### src/rtl/dlec_pkg.sv
// constants shared by the deserializer control register bank
// assumes one 40 MHz clock and byte-wide registers behind an SMBus slave

package dlec_pkg;
   // ************************************************************
   // register byte addresses
   // ************************************************************
   localparam logic [7:0] ADDR_DEV_CFG = 8'h21;
   localparam logic [7:0] ADDR_UNLOCK = 8'h22;
   localparam logic [7:0] ADDR_LANE_EN = 8'h27;
   localparam logic [7:0] ADDR_CLK_CFG = 8'h28;
   localparam logic [7:0] ADDR_EVT_CFG = 8'h2B;
   localparam logic [7:0] ADDR_ERR_MON = 8'h2D;
   localparam logic [7:0] ADDR_EVT_STAT = 8'h3D;
   localparam logic [7:0] ADDR_ERR_LSB = 8'h3E;
   localparam logic [7:0] ADDR_ERR_MSB = 8'h3F;
   // reset values and writable-bit masks (reserved bits read zero)
   localparam logic [7:0] RST_ZERO = 8'h00;
   localparam logic [7:0] RST_CLK_CFG = 8'h28;
   localparam logic [7:0] MASK_DEV_CFG = 8'h7F;
   localparam logic [7:0] MASK_UNLOCK = 8'h77;
   localparam logic [7:0] MASK_LANE_EN = 8'hFF;
   localparam logic [7:0] MASK_CLK_CFG = 8'h7C;
   localparam logic [7:0] MASK_EVT_CFG = 8'h0F;
   localparam logic [7:0] MASK_ERR_MON = 8'h1E;
   // ************************************************************
   // field positions
   // ************************************************************
   localparam int CFG_NRZI = 6;
   localparam int CFG_DESCR = 5;
   localparam int CFG_MUX = 4;
   localparam int CFG_BYP = 3;
   localparam int CFG_TRAIN = 2;
   localparam int CFG_LINK_HI = 1;
   localparam int CFG_LINK_LO = 0;
   localparam int UNL_NRZI = 6;
   localparam int UNL_DESCR = 5;
   localparam int UNL_MUX = 4;
   localparam int UNL_BYP = 2;
   localparam int UNL_TRAIN = 1;
   localparam int UNL_LINK = 0;
   localparam int LANE_VOD = 7;
   localparam int LANE_CTRL = 6;
   localparam int LANE_CLK = 5;
   localparam int CLK_RST = 6;
   localparam int CLK_RATE = 5;
   localparam int CLK_INV = 4;
   localparam int CLK_DLY_HI = 3;
   localparam int CLK_DLY_LO = 2;
   localparam int EVT_SEL = 3;
   localparam int EVT_RST_REC = 2;
   localparam int EVT_RST_DATA = 1;
   localparam int EVT_EN = 0;
   localparam int ERR_ACC = 4;
   localparam int ERR_DEC_DIS = 3;
   localparam int ERR_CLR = 2;
   localparam int ERR_SEL = 1;
   // serial bus framing
   localparam logic [3:0] BYTE_BITS = 4'h8;
   typedef enum logic [2:0] {
      SMB_IDLE, SMB_ADDR, SMB_REG, SMB_DATA, SMB_SEND, SMB_RACK, SMB_RNEXT
   } dlec_smb_state_t;
endpackage

### src/rtl/dlec_reg_if.sv
// register access carrier between the bus slave and the register bank
// assumes both ends run on the same clock

interface dlec_reg_if;
   logic wr;
   logic [7:0] addr;
   logic [7:0] wdata;
   logic [7:0] rdata;
   modport bus (output wr, output addr, output wdata, input rdata);
   modport regs (input wr, input addr, input wdata, output rdata);
endinterface

### src/rtl/dlec_smbus_slave.sv
// SMBus byte-register slave: write pointer then data, or read from pointer
// assumes pins filtered here; SCL is far slower than the 40 MHz clock

module dlec_smbus_slave #(
   parameter logic [6:0] SLAVE_ADDR = 7'h5A
) (
   // clock and reset
   input wire logic clock,
   input wire logic resetn,
   // bus pins
   input wire logic scl_in,
   input wire logic sda_in,
   output logic sda_oe,
   // register side
   dlec_reg_if.bus rif
);
   import dlec_pkg::*;
   logic [2:0] scl_s, sda_s, next_scl_s, next_sda_s;
   logic scl_f, sda_f, next_scl_f, next_sda_f;
   dlec_smb_state_t state, next_state;
   logic [3:0] bitcnt, next_bitcnt;
   logic [7:0] shift, next_shift, tx, next_tx, ptr, next_ptr, wdata, next_wdata;
   logic acking, next_acking, oe, next_oe, wr, next_wr;
   logic rise, fall, start, stop;

   // a level counts once the second and third stages agree
   assign next_scl_f = (scl_s[1] == scl_s[2]) ? scl_s[2] : scl_f;
   assign next_sda_f = (sda_s[1] == sda_s[2]) ? sda_s[2] : sda_f;
   assign rise = ~scl_f & next_scl_f;
   assign fall = scl_f & ~next_scl_f;
   assign start = scl_f & next_scl_f & sda_f & ~next_sda_f;
   assign stop = scl_f & next_scl_f & ~sda_f & next_sda_f;

   // bit engine: sample on rising SCL, change SDA on falling SCL
   always_comb begin
      next_scl_s = {scl_s[1:0], scl_in};
      next_sda_s = {sda_s[1:0], sda_in};
      next_state = state;
      next_bitcnt = bitcnt;
      next_shift = shift;
      next_tx = tx;
      next_ptr = ptr;
      next_wdata = wdata;
      next_acking = acking;
      next_oe = oe;
      next_wr = 1'b0;
      // the pointer steps after a write strobe has used it and on a read byte's master
      // acknowledge; the register byte's own acknowledge leaves the loaded pointer alone
      if (wr) begin
         next_ptr = ptr + 8'h01;
      end
      if (start) begin
         next_state = SMB_ADDR;
         next_bitcnt = 4'h0;
         next_acking = 1'b0;
         next_oe = 1'b0;
      end else if (stop) begin
         next_state = SMB_IDLE;
         next_acking = 1'b0;
         next_oe = 1'b0;
      end else if (rise && state != SMB_IDLE) begin
         next_bitcnt = bitcnt + 4'h1;
         next_shift = {shift[6:0], next_sda_f};
         if (state == SMB_RACK) begin
            next_state = next_sda_f ? SMB_IDLE : SMB_RNEXT;
            if (!next_sda_f) begin
               next_ptr = ptr + 8'h01;
            end
         end
      end else if (fall) begin
         if (acking) begin
            next_acking = 1'b0;
            next_oe = 1'b0;
            next_bitcnt = 4'h0;
            if (state == SMB_SEND) begin
               next_tx = rif.rdata;
               next_oe = ~rif.rdata[7];
            end
         end else if (state == SMB_SEND) begin
            if (bitcnt == BYTE_BITS) begin
               next_oe = 1'b0;
               next_state = SMB_RACK;
            end else begin
               next_oe = ~tx[6];
               next_tx = {tx[6:0], 1'b0};
            end
         end else if (state == SMB_RNEXT) begin
            next_state = SMB_SEND;
            next_bitcnt = 4'h0;
            next_tx = rif.rdata;
            next_oe = ~rif.rdata[7];
         end else if (bitcnt == BYTE_BITS && state != SMB_IDLE) begin
            next_acking = 1'b1;
            next_oe = 1'b1;
            if (state == SMB_ADDR) begin
               if (shift[7:1] != SLAVE_ADDR) begin
                  next_state = SMB_IDLE;
                  next_acking = 1'b0;
                  next_oe = 1'b0;
               end else begin
                  next_state = shift[0] ? SMB_SEND : SMB_REG;
               end
            end else if (state == SMB_REG) begin
               next_ptr = shift;
               next_state = SMB_DATA;
            end else if (state == SMB_DATA) begin
               next_wr = 1'b1;
               next_wdata = shift;
            end
         end
      end
   end

   // registers only; bus lines idle high after reset
   always_ff @(posedge clock) begin
      if (!resetn) begin
         scl_s <= 3'h7;
         sda_s <= 3'h7;
         scl_f <= 1'b1;
         sda_f <= 1'b1;
         state <= SMB_IDLE;
         bitcnt <= 4'h0;
         shift <= 8'h00;
         tx <= 8'h00;
         ptr <= 8'h00;
         wdata <= 8'h00;
         acking <= 1'b0;
         oe <= 1'b0;
         wr <= 1'b0;
      end else begin
         scl_s <= next_scl_s;
         sda_s <= next_sda_s;
         scl_f <= next_scl_f;
         sda_f <= next_sda_f;
         state <= next_state;
         bitcnt <= next_bitcnt;
         shift <= next_shift;
         tx <= next_tx;
         ptr <= next_ptr;
         wdata <= next_wdata;
         acking <= next_acking;
         oe <= next_oe;
         wr <= next_wr;
      end
   end

   assign sda_oe = oe;
   assign rif.wr = wr;
   assign rif.addr = ptr;
   assign rif.wdata = wdata;
endmodule

### src/rtl/dlec_regs.sv
// deserializer control register bank: unlock gating, output driver
// control, event and error counters, reached over SMBus pins
// assumes event and error inputs are one-cycle pulses on this clock
//
// Operation
// unlock bits 6,5,4 gate decode, descramble and input select bits
// unlock bit 2 gates bypass bit 3; unlock bit 1 gates training bit 2
// unlock bit 0 gates both link configuration bits 1:0
// a guarded configuration bit is ignored until its unlock bit is set
// written lane enables apply only while control bit 6 is one
// bit 5 enables clock driver, bits 4:0 lanes; all reset to zero
// clock rate bit: 0 half, 1 full double-rate clock; resets to one
// clock invert bit 4 inverts forwarded clock polarity
// two-bit delay code, 80 ps steps, 00 is 160 ps, reset 10
// select bit 3 picks recovery counter at 0, data counter at 1
// writing one to event bit 2 resets the recovery count
// writing one to event bit 1 resets the data count
// event counters advance only while enable bit 0 is set
// error monitor bit 4 accumulates errors instead of restarting
// bit 3 drops decode errors from the count and the lock flag
// clear bit 2 zeroes current and previous error counts
// select bit 1 reports current run at 0, timing window at 1
// reset and clear bits hold zero while set, resume from zero

module dlec_regs #(
   parameter int EVT_W = 8,
   parameter int ERR_W = 16,
   parameter logic [6:0] SLAVE_ADDR = 7'h5A
) (
   // clock and reset
   input wire logic clock,
   input wire logic resetn,
   // management bus pins
   input wire logic smb_scl_in,
   input wire logic smb_sda_in,
   output logic smb_sda_out,
   output logic smb_sda_oe,
   // unlocked configuration controls
   output logic nrzi_decode_en,
   output logic descramble_en,
   output logic input_select,
   output logic decoder_bypass,
   output logic training_en,
   output logic [1:0] link_config,
   // parallel output drivers
   input wire logic [5:0] default_lane_enable,
   output logic forwarded_clock_out_en,
   output logic [4:0] parallel_lane_out_en,
   output logic output_vod_high,
   output logic output_block_reset,
   output logic forwarded_clock_full_rate,
   output logic forwarded_clock_invert,
   output logic [1:0] forwarded_clock_delay,
   // event counters
   input wire logic recovery_event,
   input wire logic data_event,
   output logic [EVT_W-1:0] event_count,
   // error monitor
   input wire logic data_error,
   input wire logic decode_error,
   input wire logic window_end,
   output logic [ERR_W-1:0] error_count,
   output logic lock_decode_flag
);
   import dlec_pkg::*;

   // ************************************************************
   // bus slave
   // ************************************************************
   dlec_reg_if rif ();

   dlec_smbus_slave #(.SLAVE_ADDR(SLAVE_ADDR)) u_slave (
      .clock(clock),
      .resetn(resetn),
      .scl_in(smb_scl_in),
      .sda_in(smb_sda_in),
      .sda_oe(smb_sda_oe),
      .rif(rif)
   );

   // open drain: only ever pulls low
   assign smb_sda_out = 1'b0;

   // ************************************************************
   // register file
   // ************************************************************
   logic [7:0] dev_cfg, unlock, lane_en, clk_cfg, evt_cfg, err_mon;
   logic [7:0] next_dev_cfg, next_unlock, next_lane_en;
   logic [7:0] next_clk_cfg, next_evt_cfg, next_err_mon;

   // writes keep only implemented bits; unmapped writes are dropped
   always_comb begin
      next_dev_cfg = dev_cfg;
      next_unlock = unlock;
      next_lane_en = lane_en;
      next_clk_cfg = clk_cfg;
      next_evt_cfg = evt_cfg;
      next_err_mon = err_mon;
      if (rif.wr) begin
         case (rif.addr)
            ADDR_DEV_CFG: next_dev_cfg = rif.wdata & MASK_DEV_CFG;
            ADDR_UNLOCK: next_unlock = rif.wdata & MASK_UNLOCK;
            ADDR_LANE_EN: next_lane_en = rif.wdata & MASK_LANE_EN;
            ADDR_CLK_CFG: next_clk_cfg = rif.wdata & MASK_CLK_CFG;
            ADDR_EVT_CFG: next_evt_cfg = rif.wdata & MASK_EVT_CFG;
            ADDR_ERR_MON: next_err_mon = rif.wdata & MASK_ERR_MON;
            default: ;
         endcase
      end
   end

   always_ff @(posedge clock) begin
      if (!resetn) begin
         dev_cfg <= RST_ZERO;
         unlock <= RST_ZERO;
         lane_en <= RST_ZERO;
         clk_cfg <= RST_CLK_CFG;
         evt_cfg <= RST_ZERO;
         err_mon <= RST_ZERO;
      end else begin
         dev_cfg <= next_dev_cfg;
         unlock <= next_unlock;
         lane_en <= next_lane_en;
         clk_cfg <= next_clk_cfg;
         evt_cfg <= next_evt_cfg;
         err_mon <= next_err_mon;
      end
   end

   // ************************************************************
   // event counters
   // ************************************************************
   logic [EVT_W-1:0] evt_cnt [2];
   logic [1:0] evt_hit, evt_clr;

   assign evt_hit = {data_event, recovery_event};
   assign evt_clr = {evt_cfg[EVT_RST_DATA], evt_cfg[EVT_RST_REC]};

   // index 0 recovery, index 1 data; counters saturate so a long
   // fault never wraps back to a small, reassuring number
   for (genvar i = 0; i < 2; i++) begin : g_evt
      logic [EVT_W-1:0] next_cnt;
      always_comb begin
         next_cnt = evt_cnt[i];
         if (evt_clr[i]) begin
            next_cnt = '0;
         end else if (evt_cfg[EVT_EN] && evt_hit[i] && !(&evt_cnt[i])) begin
            next_cnt = evt_cnt[i] + {{(EVT_W-1){1'b0}}, 1'b1};
         end
      end
      always_ff @(posedge clock) begin
         if (!resetn) begin
            evt_cnt[i] <= '0;
         end else begin
            evt_cnt[i] <= next_cnt;
         end
      end
   end

   // ************************************************************
   // error monitor
   // ************************************************************
   logic [ERR_W-1:0] err_cur, err_prev, next_err_cur, next_err_prev, err_bump;
   logic err_counted;

   assign err_counted = data_error | (decode_error & ~err_mon[ERR_DEC_DIS]);
   assign err_bump = (err_counted && !(&err_cur)) ?
                     err_cur + {{(ERR_W-1){1'b0}}, 1'b1} : err_cur;

   // window end moves the run total to previous; clear wins over all
   always_comb begin
      next_err_cur = err_bump;
      next_err_prev = err_prev;
      if (err_mon[ERR_CLR]) begin
         next_err_cur = '0;
         next_err_prev = '0;
      end else if (window_end) begin
         next_err_prev = err_bump;
         next_err_cur = err_mon[ERR_ACC] ? err_bump : '0;
      end
   end

   always_ff @(posedge clock) begin
      if (!resetn) begin
         err_cur <= '0;
         err_prev <= '0;
      end else begin
         err_cur <= next_err_cur;
         err_prev <= next_err_prev;
      end
   end

   // ************************************************************
   // registered outputs
   // ************************************************************
   logic next_nrzi, next_descr, next_mux, next_byp, next_train;
   logic [1:0] next_link, next_dly;
   logic [5:0] next_drv;
   logic next_vod, next_blk_rst, next_rate, next_inv, next_flag;
   logic [EVT_W-1:0] next_event_count;
   logic [ERR_W-1:0] next_error_count;

   // locked fields fall back to their reset value of zero
   always_comb begin
      next_nrzi = unlock[UNL_NRZI] & dev_cfg[CFG_NRZI];
      next_descr = unlock[UNL_DESCR] & dev_cfg[CFG_DESCR];
      next_mux = unlock[UNL_MUX] & dev_cfg[CFG_MUX];
      next_byp = unlock[UNL_BYP] & dev_cfg[CFG_BYP];
      next_train = unlock[UNL_TRAIN] & dev_cfg[CFG_TRAIN];
      next_link = unlock[UNL_LINK] ? dev_cfg[CFG_LINK_HI:CFG_LINK_LO] : 2'h0;
      next_drv = lane_en[LANE_CTRL] ? lane_en[LANE_CLK:0] : default_lane_enable;
      next_vod = lane_en[LANE_VOD];
      next_blk_rst = clk_cfg[CLK_RST];
      next_rate = clk_cfg[CLK_RATE];
      next_inv = clk_cfg[CLK_INV];
      next_dly = clk_cfg[CLK_DLY_HI:CLK_DLY_LO];
      next_event_count = evt_cfg[EVT_SEL] ? evt_cnt[1] : evt_cnt[0];
      next_error_count = err_mon[ERR_SEL] ? err_prev : err_cur;
      next_flag = decode_error & ~err_mon[ERR_DEC_DIS];
   end

   always_ff @(posedge clock) begin
      if (!resetn) begin
         nrzi_decode_en <= 1'b0;
         descramble_en <= 1'b0;
         input_select <= 1'b0;
         decoder_bypass <= 1'b0;
         training_en <= 1'b0;
         link_config <= 2'h0;
         {forwarded_clock_out_en, parallel_lane_out_en} <= 6'h00;
         output_vod_high <= 1'b0;
         output_block_reset <= 1'b0;
         forwarded_clock_full_rate <= RST_CLK_CFG[CLK_RATE];
         forwarded_clock_invert <= 1'b0;
         forwarded_clock_delay <= RST_CLK_CFG[CLK_DLY_HI:CLK_DLY_LO];
         event_count <= '0;
         error_count <= '0;
         lock_decode_flag <= 1'b0;
      end else begin
         nrzi_decode_en <= next_nrzi;
         descramble_en <= next_descr;
         input_select <= next_mux;
         decoder_bypass <= next_byp;
         training_en <= next_train;
         link_config <= next_link;
         {forwarded_clock_out_en, parallel_lane_out_en} <= next_drv;
         output_vod_high <= next_vod;
         output_block_reset <= next_blk_rst;
         forwarded_clock_full_rate <= next_rate;
         forwarded_clock_invert <= next_inv;
         forwarded_clock_delay <= next_dly;
         event_count <= next_event_count;
         error_count <= next_error_count;
         lock_decode_flag <= next_flag;
      end
   end

   // ************************************************************
   // readback
   // ************************************************************
   // counts read live; a 16-bit count read as two bytes may tear
   always_comb begin
      case (rif.addr)
         ADDR_DEV_CFG: rif.rdata = dev_cfg;
         ADDR_UNLOCK: rif.rdata = unlock;
         ADDR_LANE_EN: rif.rdata = lane_en;
         ADDR_CLK_CFG: rif.rdata = clk_cfg;
         ADDR_EVT_CFG: rif.rdata = evt_cfg;
         ADDR_ERR_MON: rif.rdata = err_mon;
         ADDR_EVT_STAT: rif.rdata = event_count[7:0];
         ADDR_ERR_LSB: rif.rdata = error_count[7:0];
         ADDR_ERR_MSB: rif.rdata = error_count[15:8];
         default: rif.rdata = 8'h00;
      endcase
   end
endmodule

### config.mk
export PLATFORM = sky130hd
export DESIGN_NAME = dlec_regs
export DESIGN_NICKNAME = d
export VERILOG_FILES = /design/src/rtl/dlec_pkg.sv /design/src/rtl/dlec_reg_if.sv /design/src/rtl/dlec_smbus_slave.sv /design/src/rtl/dlec_regs.sv
export SDC_FILE = /design/constraint.sdc
export NUM_CORES = 1
export LEC_CHECK = 0
export ABC_AREA = 1
export BUFFER_PORTS_ARGS = -buffer_cell sky130_fd_sc_hd__buf_2
export CAP_MARGIN = 0
export CORE_MARGIN = 2
export CORE_UTILIZATION = 65
export DETAILED_ROUTE_END_ITERATION = 10
export HOLD_SLACK_MARGIN = 0.15
export PLACE_DENSITY = 0.95
export RECOVER_POWER = 50
export SLEW_MARGIN = 15
export SYNTH_ARGS = -nofsm -noshare
export SYNTH_HDL_FRONTEND = slang
export SYNTH_SLANG_ARGS = --single-unit
### constraint.sdc
create_clock -name clock -period 4.98 [get_ports clock]
set_input_delay 0.498 -clock clock [delete_from_list [all_inputs] [get_ports clock]]
set_output_delay 0.498 -clock clock [all_outputs]
set_load 0.1 [all_outputs]
==> impl_metrics.env <==
export IMPL_yosysSeqAreaShare=0.421
export IMPL_fin_setup_tns_ns=0
export IMPL_worstPathMaxFanout=27
export IMPL_crit_required_ns=5.31
export IMPL_final_common_cell="nand2_1"
export IMPL_synth_fp_nets=1203
export IMPL_cts_max_path_buffers=2
export IMPL_gp_congestion=0.982
export IMPL_worst_pin_slew_ns=1.24
export IMPL_antenna_cells=0
export IMPL_die_w_um=117
export IMPL_final_max_slew_viol_count=0
export IMPL_rows=41
export IMPL_io_pins=61
export IMPL_swShare=0.247
export IMPL_cts_root_buf="clkbuf_16"
export IMPL_p_leak_nw=3.82
export IMPL_critPathKind="reg -> reg"
export IMPL_vias=8037
export IMPL_finalSetupViolCount=0
export IMPL_initial_core_util=0.661
export IMPL_ant_nets=0
export IMPL_drive_above_1_share=0.0888
export IMPL_critPathSlowestCell="nand2_1"
export IMPL_rsz0062_at_grt="false"
export IMPL_io_buffer_count=59
export IMPL_max_slew_margin=0.176
export IMPL_crit_chain="inv_1 -> nor3_1 -> nand2_1 -> clkinvlp_2 -> nand2_1 -> o21ai_0 -> inv_1 -> nand3_1 -> nand2_1"
export IMPL_cts_buffers=17
export IMPL_hp_class="in -> reg"
export IMPL_timing_critical_path_mode_cell="nand2_1"
export IMPL_grt_max_degree=102
export IMPL_place_area_um2=8610
export IMPL_p_sw_w=0.000692
export IMPL_grt_overflow=0
export IMPL_syn_area_um2=8310
export IMPL_final_util=0.724
export IMPL_drc=0
export IMPL_ys_ff_latch=175
export IMPL_wirelength_um=21400
export IMPL_finalCriticalPeriod_ns=2.84
export IMPL_status="finished clean"
export IMPL_power_density_nw_per_um2=308
export IMPL_postCtsHoldBufs=0
export IMPL_combPwrFrac=0.040
export IMPL_synth_xor_area_frac=0.0253
export IMPL_p_int_w=0.00211
export IMPL_cts_setup_buffers=0
export IMPL_die_area_um2=13700
export IMPL_clk_pin_slew_ns=0.07
export IMPL_core_um2=12600
export IMPL_synthSimpleGateAreaFrac=0.264
export IMPL_yosys_mux_area_fraction=0
export IMPL_grt_total_usage=0.328
export IMPL_synth_avg_cell_area_um2=7.05
export IMPL_drtIter0Drc=844
export IMPL_crit_buf_inv=3
export IMPL_maxCapViolCount=0
export IMPL_synth_adder_area_share=0.0135
export IMPL_max_vdd_ir_drop_mv=0.193
export IMPL_nets=1238
export IMPL_seq_power_share=0.507
export IMPL_grt_first_pass_wirelength_um=35000
export IMPL_fmax_mhz=352
export IMPL_p_clk_frac=0.453
export IMPL_area_growth_syn_to_layout_pct=9.39
export IMPL_hold_viol_final=0
export IMPL_grt_pass1_vias=7332
export IMPL_htreeDepth=4
export IMPL_yosysWarnings=0
export IMPL_finalClockSkew_ns=0.00855
export IMPL_clock_sinks=175
export IMPL_vias_per_cell=5.74
export IMPL_synth_top_family_by_area="simple AND/OR/NAND/NOR gates"
export IMPL_wire_per_inst_um=15.3
export IMPL_cpLargestDelayFamily="simple AND/OR/NAND/NOR gates"
export IMPL_dpl_hpwl_um=14700
export IMPL_cts_tree="done"
export IMPL_insertion_delay_ns=0.44
export IMPL_critPathLaunchType="flip-flop"
export IMPL_end_kind="flip-flop"
export IMPL_slowest_delay_ns=0.65
export IMPL_arrival_ns=3.17
export IMPL_synthesis_instances=1179
export IMPL_ys_types=40
export IMPL_die_y_um=117
export IMPL_final_cell_mix="nand2_1, dfxtp_1, a21oi_1"
export IMPL_design_area_um2=9090
export IMPL_ctsResizeCount=0
export IMPL_first_pass_iters=6
export IMPL_synth_compound_area_frac=0.175
export IMPL_period_share=0.571
export IMPL_antenna_found_initial=0
-- per-stage QoR --
step,power [W],worst slack [ns],std cells,hold slack (ns)
floorplan,0.00154,3.40,1179,0.393
global placement,0.00156,2.53,1367,0.396
detailed placement,0.00156,2.42,1367,0.400
CTS,0.00280,2.85,1399,0.247
global route,0.00288,1.94,1399,0.256
finish,0.00280,2.14,1399,0.254
-- worst paths after layout --
path / startpoint / end / slack, ns / cells past startpoint
setup reg to reg: u_slave.scl_s[2]$_SDFF_PN1_ / u_slave.rif.addr[1]$_SDFF_PN0_ / 2.14 / 9
hold / removal: smb_scl_in / u_slave.scl_s[0]$_SDFF_PN1_ / 0.25 / 2
setup / recovery: u_slave.scl_s[2]$_SDFF_PN1_ / u_slave.rif.addr[1]$_SDFF_PN0_ / 2.14 / 9
hold reg to reg: u_slave.sda_s[1]$_SDFF_PN1_ / u_slave.sda_s[2]$_SDFF_PN1_ / 0.43 / 2
-- cell type report --
class	instances	area [µm²]
clock buffer	18	439
clock inverter	14	123
fill	966	3470
inverter	163	613
multi-input combinational	797	3950
sequential	175	3500
tap	172	215
timing repair buffer	60	254
-- synthesized netlist by cell type, drive strengths merged --
cell type | instances | area [µm²]
a21oi | 150 | 751
a31o | 1 | 8.76
buf | 21 | 130
clkbuf | 23 | 87.6
clkinv | 2 | 12.5
conb | 1 | 3.75
dfxtp | 175 | 3500
ha | 9 | 113
inv | 161 | 604
nand2 | 219 | 862
nand3 | 111 | 576
nand4 | 14 | 93.8
nor2 | 103 | 442
nor3 | 19 | 128
nor3b | 2 | 15.0
nor4 | 5 | 43.8
o211ai | 3 | 27.5
o21ai | 129 | 657
o21bai | 1 | 7.51
or2 | 6 | 37.5
xnor2 | 7 | 61.3
xor2 | 17 | 149
-- power groups by stage --
stage / Combinational, W / Sequential (W) / Clock, W
floorplan: 0.0000644 / 0.00147 / 0
global placement: 0.000107 / 0.00145 / 0
detailed placement: 0.000110 / 0.00145 / 0
CTS: 0.000112 / 0.00142 / 0.00127
global route: 0.000124 / 0.00142 / 0.00134
finish: 0.000113 / 0.00142 / 0.00127
-- registers in the layout, summed over array words and instances, names as in the netlist, 6 cells and up --
name,count
err_cur,16
err_prev,16
error_count,16
evt_cnt,16
event_count,8
lane_en,8
u_slave.rif.addr,8
u_slave.rif.wdata,8
u_slave.shift,8
dev_cfg,7
u_slave.tx,7
unlock,6
-- cell families (layout without fill, tap and decap cells) --
logic type	Yosys count	after routing
adder cells (fa/ha/maj)	9	9
AND/OR/NAND/NOR	479	479
other	1	1
buffers and inverters	207	255
AO/OA/AOI/OAI	284	284
XOR/XNOR	24	24
flip-flops	175	175
-- routing by layer --
| metal | up-vias | track usage | part of all wire |
|---|---|---|---|
| li1 | 3919 | - | - |
| met1 | 3635 | 0.410 | 0.40 |
| met2 | 425 | 0.537 | 0.47 |
| met3 | 58 | 0.0808 | 0.099 |
| met4 | 0 | 0.152 | 0.035 |
| met5 | - | 0 | 0 |
Power figures use the tool's default switching activity.
